==> src/gpio_pkg.sv <==
// package: register locations, field positions, reset values and carrier types for the port block
package gpio_pkg;
	// ************************************************************
	// data-memory bank 0 port locations
	// ************************************************************
	localparam logic [6:0] first_port_addr  = 7'h70;
	localparam logic [6:0] second_port_addr = 7'h71;
	localparam logic [6:0] third_port_addr  = 7'h72;
	// ************************************************************
	// register-file locations
	// ************************************************************
	localparam logic [6:0] rf_analog_sel_addr  = 7'h23;
	localparam logic [6:0] rf_group_dir_addr   = 7'h24;
	localparam logic [6:0] rf_third_dir_addr   = 7'h34;
	localparam logic [6:0] rf_first_dir_addr   = 7'h35;
	localparam logic [6:0] rf_cmp_channel_addr = 7'h1C;
	// ************************************************************
	// field positions and reset values
	// ************************************************************
	localparam int         group_dir_bit     = 0;
	localparam int         cmp_channel_lo    = 0;
	localparam logic [3:0] latch_reset       = 4'h0;
	localparam logic [3:0] dir_reset         = 4'h0;
	localparam logic [3:0] analog_sel_reset  = 4'h0;
	localparam logic [1:0] cmp_channel_reset = 2'h0;
	// ************************************************************
	// carrier types
	// ************************************************************
	typedef struct packed {
		logic       wr;
		logic       rd;
		logic [6:0] addr;
		logic [3:0] wdata;
	} gpio_access_t;
	typedef struct packed {
		logic [3:0] out;
		logic [3:0] oe;
	} gpio_pin_drive_t;
endpackage

==> src/gpio_ports.sv <==
// gpio_ports: three 4-bit ports with direction control and comparator routing on the third
`timescale 1ns/10ps
module gpio_ports (
	// clock and reset
	input  wire logic                      clk,
	input  wire logic                      reset,
	// data-memory bank 0 access from core
	input  wire gpio_pkg::gpio_access_t    dm_acc,
	input  wire logic                      dm_bank_zero,
	output logic [3:0]                     dm_rdata,
	// register-file access from core
	input  wire gpio_pkg::gpio_access_t    rf_acc,
	output logic [3:0]                     rf_rdata,
	// pins
	input  wire logic [3:0]                first_port_in,
	output gpio_pkg::gpio_pin_drive_t      first_port_drv,
	input  wire logic [3:0]                second_port_in,
	output gpio_pkg::gpio_pin_drive_t      second_port_drv,
	input  wire logic [3:0]                third_port_in,
	output gpio_pkg::gpio_pin_drive_t      third_port_drv,
	// comparator side
	output logic [3:0]                     cmp_analog_en,
	output logic [1:0]                     cmp_channel,
	output logic                           cmp_channel_valid
);
	// ************************************************************
	// state
	// ************************************************************
	logic [3:0] first_latch;
	logic [3:0] second_latch;
	logic [3:0] third_latch;
	logic [3:0] first_port_dir_bit;
	logic       second_port_group_dir;
	logic [3:0] third_port_dir_bit;
	logic [3:0] third_port_analog_select;
	logic [1:0] comparator_channel_sel;
	logic       dm_wr_first;
	logic       dm_wr_second;
	logic       dm_wr_third;
	logic [3:0] second_dir_vec;
	logic [3:0] first_view;
	logic [3:0] second_view;
	logic [3:0] third_view;

	// ************************************************************
	// bank 0 decode
	// ************************************************************
	assign dm_wr_first  = dm_acc.wr && dm_bank_zero && dm_acc.addr == gpio_pkg::first_port_addr;
	assign dm_wr_second = dm_acc.wr && dm_bank_zero && dm_acc.addr == gpio_pkg::second_port_addr;
	assign dm_wr_third  = dm_acc.wr && dm_bank_zero && dm_acc.addr == gpio_pkg::third_port_addr;
	assign second_dir_vec = {4{second_port_group_dir}};

	// ************************************************************
	// output latches
	// ************************************************************
	always_ff @(posedge clk) begin
		if (reset) begin
			first_latch <= gpio_pkg::latch_reset;
		end else if (dm_wr_first) begin
			first_latch <= dm_acc.wdata;
		end
	end

	always_ff @(posedge clk) begin
		if (reset) begin
			second_latch <= gpio_pkg::latch_reset;
		end else if (dm_wr_second) begin
			second_latch <= dm_acc.wdata;
		end
	end

	always_ff @(posedge clk) begin
		if (reset) begin
			third_latch <= gpio_pkg::latch_reset;
		end else if (dm_wr_third) begin
			third_latch <= dm_acc.wdata;
		end
	end

	// ************************************************************
	// register-file control bits
	// ************************************************************
	always_ff @(posedge clk) begin
		if (reset) begin
			first_port_dir_bit       <= gpio_pkg::dir_reset;
			second_port_group_dir    <= gpio_pkg::dir_reset[gpio_pkg::group_dir_bit];
			third_port_dir_bit       <= gpio_pkg::dir_reset;
			third_port_analog_select <= gpio_pkg::analog_sel_reset;
			comparator_channel_sel   <= gpio_pkg::cmp_channel_reset;
		end else if (rf_acc.wr) begin
			if (rf_acc.addr == gpio_pkg::rf_first_dir_addr) begin
				first_port_dir_bit <= rf_acc.wdata;
			end else if (rf_acc.addr == gpio_pkg::rf_group_dir_addr) begin
				second_port_group_dir <= rf_acc.wdata[gpio_pkg::group_dir_bit];
			end else if (rf_acc.addr == gpio_pkg::rf_third_dir_addr) begin
				third_port_dir_bit <= rf_acc.wdata;
			end else if (rf_acc.addr == gpio_pkg::rf_analog_sel_addr) begin
				third_port_analog_select <= rf_acc.wdata;
			end else if (rf_acc.addr == gpio_pkg::rf_cmp_channel_addr) begin
				comparator_channel_sel <= rf_acc.wdata[gpio_pkg::cmp_channel_lo +: 2];
			end
		end
	end

	// ************************************************************
	// pin drive and read views
	// ************************************************************
	assign first_port_drv.out  = first_latch;
	assign first_port_drv.oe   = first_port_dir_bit;
	assign second_port_drv.out = second_latch;
	assign second_port_drv.oe  = second_dir_vec;
	assign third_port_drv.out  = third_latch;
	assign third_port_drv.oe   = third_port_dir_bit;

	assign first_view  = (first_port_dir_bit & first_latch) | (~first_port_dir_bit & first_port_in);
	assign second_view = (second_dir_vec & second_latch) | (~second_dir_vec & second_port_in);
	assign third_view  = (third_port_dir_bit & third_latch) | (~third_port_dir_bit & third_port_in);

	// ************************************************************
	// read data
	// ************************************************************
	always_ff @(posedge clk) begin
		if (reset) begin
			dm_rdata <= 4'h0;
		end else if (dm_acc.rd && dm_bank_zero && dm_acc.addr == gpio_pkg::first_port_addr) begin
			dm_rdata <= first_view;
		end else if (dm_acc.rd && dm_bank_zero && dm_acc.addr == gpio_pkg::second_port_addr) begin
			dm_rdata <= second_view;
		end else if (dm_acc.rd && dm_bank_zero && dm_acc.addr == gpio_pkg::third_port_addr) begin
			dm_rdata <= third_view;
		end else begin
			dm_rdata <= 4'h0;
		end
	end

	always_ff @(posedge clk) begin
		if (reset) begin
			rf_rdata <= 4'h0;
		end else if (rf_acc.rd && rf_acc.addr == gpio_pkg::rf_first_dir_addr) begin
			rf_rdata <= first_port_dir_bit;
		end else if (rf_acc.rd && rf_acc.addr == gpio_pkg::rf_group_dir_addr) begin
			rf_rdata <= {3'h0, second_port_group_dir};
		end else if (rf_acc.rd && rf_acc.addr == gpio_pkg::rf_third_dir_addr) begin
			rf_rdata <= third_port_dir_bit;
		end else if (rf_acc.rd && rf_acc.addr == gpio_pkg::rf_analog_sel_addr) begin
			rf_rdata <= third_port_analog_select;
		end else if (rf_acc.rd && rf_acc.addr == gpio_pkg::rf_cmp_channel_addr) begin
			rf_rdata <= {2'h0, comparator_channel_sel};
		end else begin
			rf_rdata <= 4'h0;
		end
	end

	// ************************************************************
	// comparator routing
	// ************************************************************
	assign cmp_analog_en     = third_port_analog_select;
	assign cmp_channel       = comparator_channel_sel;
	assign cmp_channel_valid = third_port_analog_select[comparator_channel_sel];

	// ************************************************************
	// checks
	// ************************************************************
	property p_first_write;
		@(posedge clk) disable iff (reset)
		dm_wr_first |=> first_latch == $past(dm_acc.wdata);
	endproperty
	a_first_write: assert property (p_first_write) else $error("first latch missed a write");

	property p_first_read_in;
		@(posedge clk) disable iff (reset)
		(dm_acc.rd && dm_bank_zero && dm_acc.addr == gpio_pkg::first_port_addr)
			|=> ((dm_rdata ^ $past(first_port_in)) & ~$past(first_port_dir_bit)) == 4'h0;
	endproperty
	a_first_read_in: assert property (p_first_read_in) else $error("first port input read wrong");

	property p_first_read_out;
		@(posedge clk) disable iff (reset)
		(dm_acc.rd && dm_bank_zero && dm_acc.addr == gpio_pkg::first_port_addr)
			|=> ((dm_rdata ^ $past(first_latch)) & $past(first_port_dir_bit)) == 4'h0;
	endproperty
	a_first_read_out: assert property (p_first_read_out) else $error("first port output read wrong");

	property p_write_while_input;
		@(posedge clk) disable iff (reset)
		(dm_wr_third && third_port_dir_bit == 4'h0)
			|=> third_port_drv.out == $past(dm_acc.wdata) && third_port_drv.oe == 4'h0;
	endproperty
	a_write_while_input: assert property (p_write_while_input) else $error("latch lost input-mode write");

	property p_reset_clear;
		@(posedge clk)
		reset |=> first_port_drv.oe == 4'h0 && second_port_drv.oe == 4'h0 && third_port_drv.oe == 4'h0
			&& first_latch == 4'h0 && second_latch == 4'h0 && third_latch == 4'h0 && cmp_analog_en == 4'h0;
	endproperty
	a_reset_clear: assert property (p_reset_clear) else $error("reset left state set");

	property p_group_dir;
		@(posedge clk) disable iff (reset)
		(rf_acc.wr && rf_acc.addr == gpio_pkg::rf_group_dir_addr)
			|=> second_port_drv.oe == {4{$past(rf_acc.wdata[gpio_pkg::group_dir_bit])}};
	endproperty
	a_group_dir: assert property (p_group_dir) else $error("group direction not applied");

	property p_second_read;
		@(posedge clk) disable iff (reset)
		(dm_acc.rd && dm_bank_zero && dm_acc.addr == gpio_pkg::second_port_addr)
			|=> dm_rdata == ($past(second_port_group_dir) ? $past(second_latch) : $past(second_port_in));
	endproperty
	a_second_read: assert property (p_second_read) else $error("second port read wrong");

	property p_analog_sel;
		@(posedge clk) disable iff (reset)
		(rf_acc.wr && rf_acc.addr == gpio_pkg::rf_analog_sel_addr) |=> cmp_analog_en == $past(rf_acc.wdata);
	endproperty
	a_analog_sel: assert property (p_analog_sel) else $error("analog select not applied");

	property p_third_read;
		@(posedge clk) disable iff (reset)
		(dm_acc.rd && dm_bank_zero && dm_acc.addr == gpio_pkg::third_port_addr)
			|=> dm_rdata == (($past(third_port_dir_bit) & $past(third_latch))
				| (~$past(third_port_dir_bit) & $past(third_port_in)));
	endproperty
	a_third_read: assert property (p_third_read) else $error("third port read wrong");

	property p_channel;
		@(posedge clk) disable iff (reset)
		(rf_acc.wr && rf_acc.addr == gpio_pkg::rf_cmp_channel_addr) |=> cmp_channel == $past(rf_acc.wdata[1:0]);
	endproperty
	a_channel: assert property (p_channel) else $error("channel not applied");

	// ************************************************************
	// further checks: writes, decode refusals, read-back and reset
	// ************************************************************
	property p_second_write;
		@(posedge clk) disable iff (reset)
		dm_wr_second |=> second_port_drv.out == $past(dm_acc.wdata);
	endproperty
	a_second_write: assert property (p_second_write) else $error("second latch missed a write");

	property p_third_write;
		@(posedge clk) disable iff (reset)
		dm_wr_third |=> third_port_drv.out == $past(dm_acc.wdata);
	endproperty
	a_third_write: assert property (p_third_write) else $error("third latch missed a write");

	property p_other_bank;
		@(posedge clk) disable iff (reset)
		(dm_acc.wr && !dm_bank_zero)
			|=> $stable(first_port_drv.out) && $stable(second_port_drv.out) && $stable(third_port_drv.out);
	endproperty
	a_other_bank: assert property (p_other_bank) else $error("write outside bank 0 reached a latch");

	property p_first_dir;
		@(posedge clk) disable iff (reset)
		(rf_acc.wr && rf_acc.addr == gpio_pkg::rf_first_dir_addr)
			|=> first_port_drv.oe == $past(rf_acc.wdata);
	endproperty
	a_first_dir: assert property (p_first_dir) else $error("first direction not applied");

	property p_third_dir;
		@(posedge clk) disable iff (reset)
		(rf_acc.wr && rf_acc.addr == gpio_pkg::rf_third_dir_addr)
			|=> third_port_drv.oe == $past(rf_acc.wdata);
	endproperty
	a_third_dir: assert property (p_third_dir) else $error("third direction not applied");

	property p_analog_keeps_drive;
		@(posedge clk) disable iff (reset)
		(rf_acc.wr && rf_acc.addr == gpio_pkg::rf_analog_sel_addr) |=> $stable(third_port_drv.oe);
	endproperty
	a_analog_keeps_drive: assert property (p_analog_keeps_drive) else $error("analog select changed drive");

	property p_dm_unmapped;
		@(posedge clk) disable iff (reset)
		(dm_acc.rd && !(dm_bank_zero && (dm_acc.addr == gpio_pkg::first_port_addr
			|| dm_acc.addr == gpio_pkg::second_port_addr || dm_acc.addr == gpio_pkg::third_port_addr)))
			|=> dm_rdata == 4'h0;
	endproperty
	a_dm_unmapped: assert property (p_dm_unmapped) else $error("unmapped port read not zero");

	property p_rf_unmapped;
		@(posedge clk) disable iff (reset)
		(rf_acc.rd && rf_acc.addr != gpio_pkg::rf_analog_sel_addr
			&& rf_acc.addr != gpio_pkg::rf_group_dir_addr && rf_acc.addr != gpio_pkg::rf_third_dir_addr
			&& rf_acc.addr != gpio_pkg::rf_first_dir_addr && rf_acc.addr != gpio_pkg::rf_cmp_channel_addr)
			|=> rf_rdata == 4'h0;
	endproperty
	a_rf_unmapped: assert property (p_rf_unmapped) else $error("unmapped control read not zero");

	property p_rf_dir_read;
		@(posedge clk) disable iff (reset)
		(rf_acc.rd && rf_acc.addr == gpio_pkg::rf_first_dir_addr)
			|=> rf_rdata == $past(first_port_drv.oe);
	endproperty
	a_rf_dir_read: assert property (p_rf_dir_read) else $error("first direction read back wrong");

	property p_group_read;
		@(posedge clk) disable iff (reset)
		(rf_acc.rd && rf_acc.addr == gpio_pkg::rf_group_dir_addr)
			|=> rf_rdata == {3'h0, $past(second_port_group_dir)};
	endproperty
	a_group_read: assert property (p_group_read) else $error("group direction read back wrong");

	property p_reset_second;
		@(posedge clk)
		reset |=> second_port_drv.oe == 4'h0 && second_port_drv.out == 4'h0;
	endproperty
	a_reset_second: assert property (p_reset_second) else $error("reset left second port set");

	property p_reset_third;
		@(posedge clk)
		reset |=> third_port_drv.oe == 4'h0 && third_port_drv.out == 4'h0
			&& cmp_analog_en == 4'h0 && cmp_channel == 2'h0;
	endproperty
	a_reset_third: assert property (p_reset_third) else $error("reset left third port set");

	property p_third_analog_in;
		@(posedge clk) disable iff (reset)
		(dm_acc.rd && dm_bank_zero && dm_acc.addr == gpio_pkg::third_port_addr)
			|=> ((dm_rdata ^ $past(third_port_in)) & $past(cmp_analog_en) & ~$past(third_port_drv.oe)) == 4'h0;
	endproperty
	a_third_analog_in: assert property (p_third_analog_in) else $error("analog input pin read wrong");

	property p_third_analog_out;
		@(posedge clk) disable iff (reset)
		(dm_acc.rd && dm_bank_zero && dm_acc.addr == gpio_pkg::third_port_addr)
			|=> ((dm_rdata ^ $past(third_port_drv.out)) & $past(cmp_analog_en) & $past(third_port_drv.oe)) == 4'h0;
	endproperty
	a_third_analog_out: assert property (p_third_analog_out) else $error("analog output pin read wrong");

	c_first_out: cover property (@(posedge clk) disable iff (reset) dm_wr_first ##1 first_port_drv.oe != 4'h0);
	c_second_out: cover property (@(posedge clk) disable iff (reset) second_port_group_dir && dm_wr_second);
	c_analog_in: cover property (@(posedge clk) disable iff (reset) cmp_channel_valid && third_port_drv.oe == 4'h0);
	c_analog_out: cover property (@(posedge clk) disable iff (reset) (cmp_analog_en & third_port_drv.oe) != 4'h0);
endmodule

==> config.mk <==
export PLATFORM = sky130hd
export DESIGN_NAME = gpio_ports
export DESIGN_NICKNAME = d
export VERILOG_FILES = /design/src/gpio_pkg.sv /design/src/gpio_ports.sv
export SDC_FILE = /design/constraint.sdc
export NUM_CORES = 1
export LEC_CHECK = 0
export BUFFER_PORTS_ARGS = -buffer_cell sky130_fd_sc_hd__buf_2
export CORE_MARGIN = 3
export CORE_UTILIZATION = 50
export CTS_CLUSTER_SIZE = 25
export DETAILED_ROUTE_END_ITERATION = 10
export PLACE_DENSITY_LB_ADDON = 0.08
export SYNTH_ARGS = -nofsm -noshare
export SYNTH_HDL_FRONTEND = slang
export SYNTH_SLANG_ARGS = --single-unit
==> constraint.sdc <==
create_clock -name clk -period 3.65 [get_ports clk]
set_input_delay 0.1825 -clock clk [delete_from_list [all_inputs] [get_ports clk]]
set_output_delay 0.1825 -clock clk [all_outputs]
set_load 0.01 [all_outputs]
==> summary.txt <==
Run status
  • Status: finished, final reports clean

Floorplan
  • Initial core utilization: 0.532
  • DIE HEIGHT: 66.3 microns
  • Core ar.: 0.00342 sq mm
  • Die ar.: 0.00439 sq mm
  • Site row count: 21
  • I/O pins: 80
  • Die width: 66.3 microns

Job
  • Maxcap violations: 0

Route
  • Drt first pass iters: 4
  • Vias per cell: 5.24
  • DRT iter0 DRCs: 61
  • DR DRC count: 0
  • Post-route antenna net violation count: 0
  • WL final: 4300 microns
  • DR WL/cell: 13.9 microns
  • Vias: 1,618

Synthesis
  • Synth unique cells: 39
  • Post-Syn Instances: 190
  • Seq cells post-synth: 35
  • Post-Syn Nets: 231
  • Largest cells by area after synthesis: dfxtp_1 39%, mux2i_1 19%, nor2_1 6.0%
  • Seq/Total Area, Yosys: 0.386
  • Area of the mapped netlist: 0.00182 sq mm
  • Ys Warns: 0
  • Syn_area_per_cell: 9.56 sq um
  • Post-synth EDFFs: 0
  • Yosys top cell area share: 0.386
  • Synth Flop Type: dfxtp_1
  • Asr flop ratio synth: 0
  • Yosys top cell by area: dfxtp_1

Final layout
  • Fraction of layout instances using a drive strength above 1: 0.380
  • Fin area: 0.00225 sq mm
  • Area Growth Syn to Fin: 24.0%
  • Footprint of the multi-input gates: 0.00102 sq mm
  • Ant. Diodes: 0
  • Fill cell count: 312
  • Layout net count: 303
  • Reg area: 701 sq um

Clock network
  • Post-CTS Setup Bufs: 0
  • Clk Latency, worst-skew pair: 0.32 ns
  • TritonCTS clock tree: done
  • CTS root buf: clkbuf_4
  • Clock slew at reported path FFs: 0.10 ns
  • H-tree levels: 2
  • Max Root-Sink Buffers: 2
  • CTS-repair resized insts: 0
  • # clock sinks: 35
  • CTS Hold Buffers Added: 0
  • CTS Buf Count: 5

Power and ir drop
  • Flop pwr share: 0.560
  • Leakage: 0.00104 uW
  • Worst vdd ir: 0.227 mV
  • Net Sw Power: 160 uW
  • Net Sw Frac: 0.234
  • Clock share of power: 0.342
  • Combinational power share: 0.098
  • Total internal power: 524 uW
  • PD cells: 304 mW/mm^2

Global routing
  • Pin count of the biggest net entering global routing: 30
  • Initial antenna violation count: 0
  • Vias in the first global route: 1,486
  • GRT Util Overall: 0.205
  • First-pass GRT wire length: 6920 microns
  • GRT Residual Overflow: 0

Worst setup path
  • Largest stage delay on the critical path: 0.95 ns
  • Worst setup SP type: input pin
  • CP Cell Sequence: buf_2 > nor4bb_1 > nand4b_2 > mux2i_1 > nor2_1
  • Largest fanout on the critical path: 7
  • Req. time, crit path: 3.85 ns
  • Critical-path top delay cell: nor4bb_1
  • WS Path Type: input pin to register
  • Critical Path AT: 2.00 ns
  • Crit. End Element: register

Timing
  • Least-Margin Pin Slew: 1.13 ns
  • Setup TNS: 0 ns
  • Period utilization: 0.493
  • Hold WS: 0.127 ns
  • RSZ-0062 raised after global routing: false
  • Layout Skew: 0.00638 ns
  • Peak Freq: 555 MHz
  • Slew Viols, Final: 0
  • Final setup violation count: 0
  • Slew headroom: 0.238
  • Endpoints failing hold: 0
  • Final min period: 1.80 ns

Placed design
  • DPL Wire Length: 3370 microns
  • Placed Area: 0.00218 sq mm
  • # port buffers: 79
  • Placer Congestion: 0.827

Hold path
  • HP Class: input pin to register
==> layer usage <==
| metal | track usage | share of wire |
|---|---|---|
| met5 | 0 | 0 |
| met4 | 0.0609 | 0.0044 |
| met3 | 0.0493 | 0.065 |
| met2 | 0.297 | 0.45 |
| met1 | 0.296 | 0.48 |
==> power by group through the flow <==
stage	registers (uW)	logic, uW	clock network, uW
floorplan	392	35.3	0
global placement	392	66.5	0
detailed placement	392	67.0	0
CTS	383	67.2	239
global route	383	74.8	260
finish	383	67.4	234
==> cells in the mapped netlist, types with 2 or more instances <==
cell type	n
buf_4	8
clkbuf_1	3
nand3b_1	2
buf_2	2
o21ai_0	5
nand3_1	12
nor3b_1	2
mux2i_1	35
a22o_1	2
dfxtp_1	35
nand2b_1	4
a21oi_1	12
a22oi_1	2
nor4_4	3
inv_1	2
nor3_2	2
nor2_1	29
nand2_1	9
==> flip-flops by register name (all words and copies together), names as in the netlist <==
signal / flops
second_latch: 4
cmp_channel: 2
cmp_analog_en: 4
first_port_dir_bit: 4
second_port_group_dir: 1
third_port_dir_bit: 4
dm_rdata: 4
first_latch: 4
third_latch: 4
rf_rdata: 4
==> worst max-delay path: cells and delay by family <==
family | cells | cell delay, ns
multiplexers | 1 | 0.27
buffers and inverters | 1 | 0.13
AND/OR/NAND/NOR | 3 | 1.41
==> final cells by class <==
cell class                 instances  share of cell area
inverter                           2             0.00333
clock buffer                       8              0.0305
tap                               46              0.0255
sequential                        35               0.311
timing repair buffer              79               0.175
multi-input combinational        139               0.454
==> through the flow <==
step	utilization	setup WS, ns	power [uW]	instances
6_report	0.660	1.85	684	309
5_1_grt	0.660	1.73	718	309
4_1_cts	0.660	1.88	689	309
3_5_place_dp	0.640	1.57	459	301
3_3_place_gp	0.640	1.69	458	301
2_1_floorplan	-	2.26	427	190
==> path summary, 6_finish.rpt <==
kind,endpoint,from,slack (ns),depth (start not counted)
max,cmp_analog_en[0],rf_acc[10],1.85,5
min,second_latch[3],dm_acc[3],0.13,3
max reg2reg,rf_rdata[0],second_port_group_dir,2.07,4
min reg2reg,third_port_dir_bit[0],third_port_dir_bit[0],0.52,2
==> layout by cell type, fill, tap and decap left out, types with 2 or more instances in the layout <==
master    instances
a21oi_1          12
dfxtp_1          35
a22o_1            2
nor4_4            3
clkbuf_8          2
nor3_2            2
nand2b_1          4
o21ai_0           5
a22oi_1           2
mux2i_1          35
inv_1             2
clkbuf_4          5
buf_2            79
nand3b_1          2
nand2_1           9
nor2_1           29
nor3b_1           2
nand3_1          12
==> cells by family after synthesis <==
logic type,after synthesis,share of synthesized area
simple gates,79,0.276
mux,36,0.205
flops,35,0.386
compound gates,24,0.0820
buf+inv,16,0.0510
(Power assumes the default switching activity.)
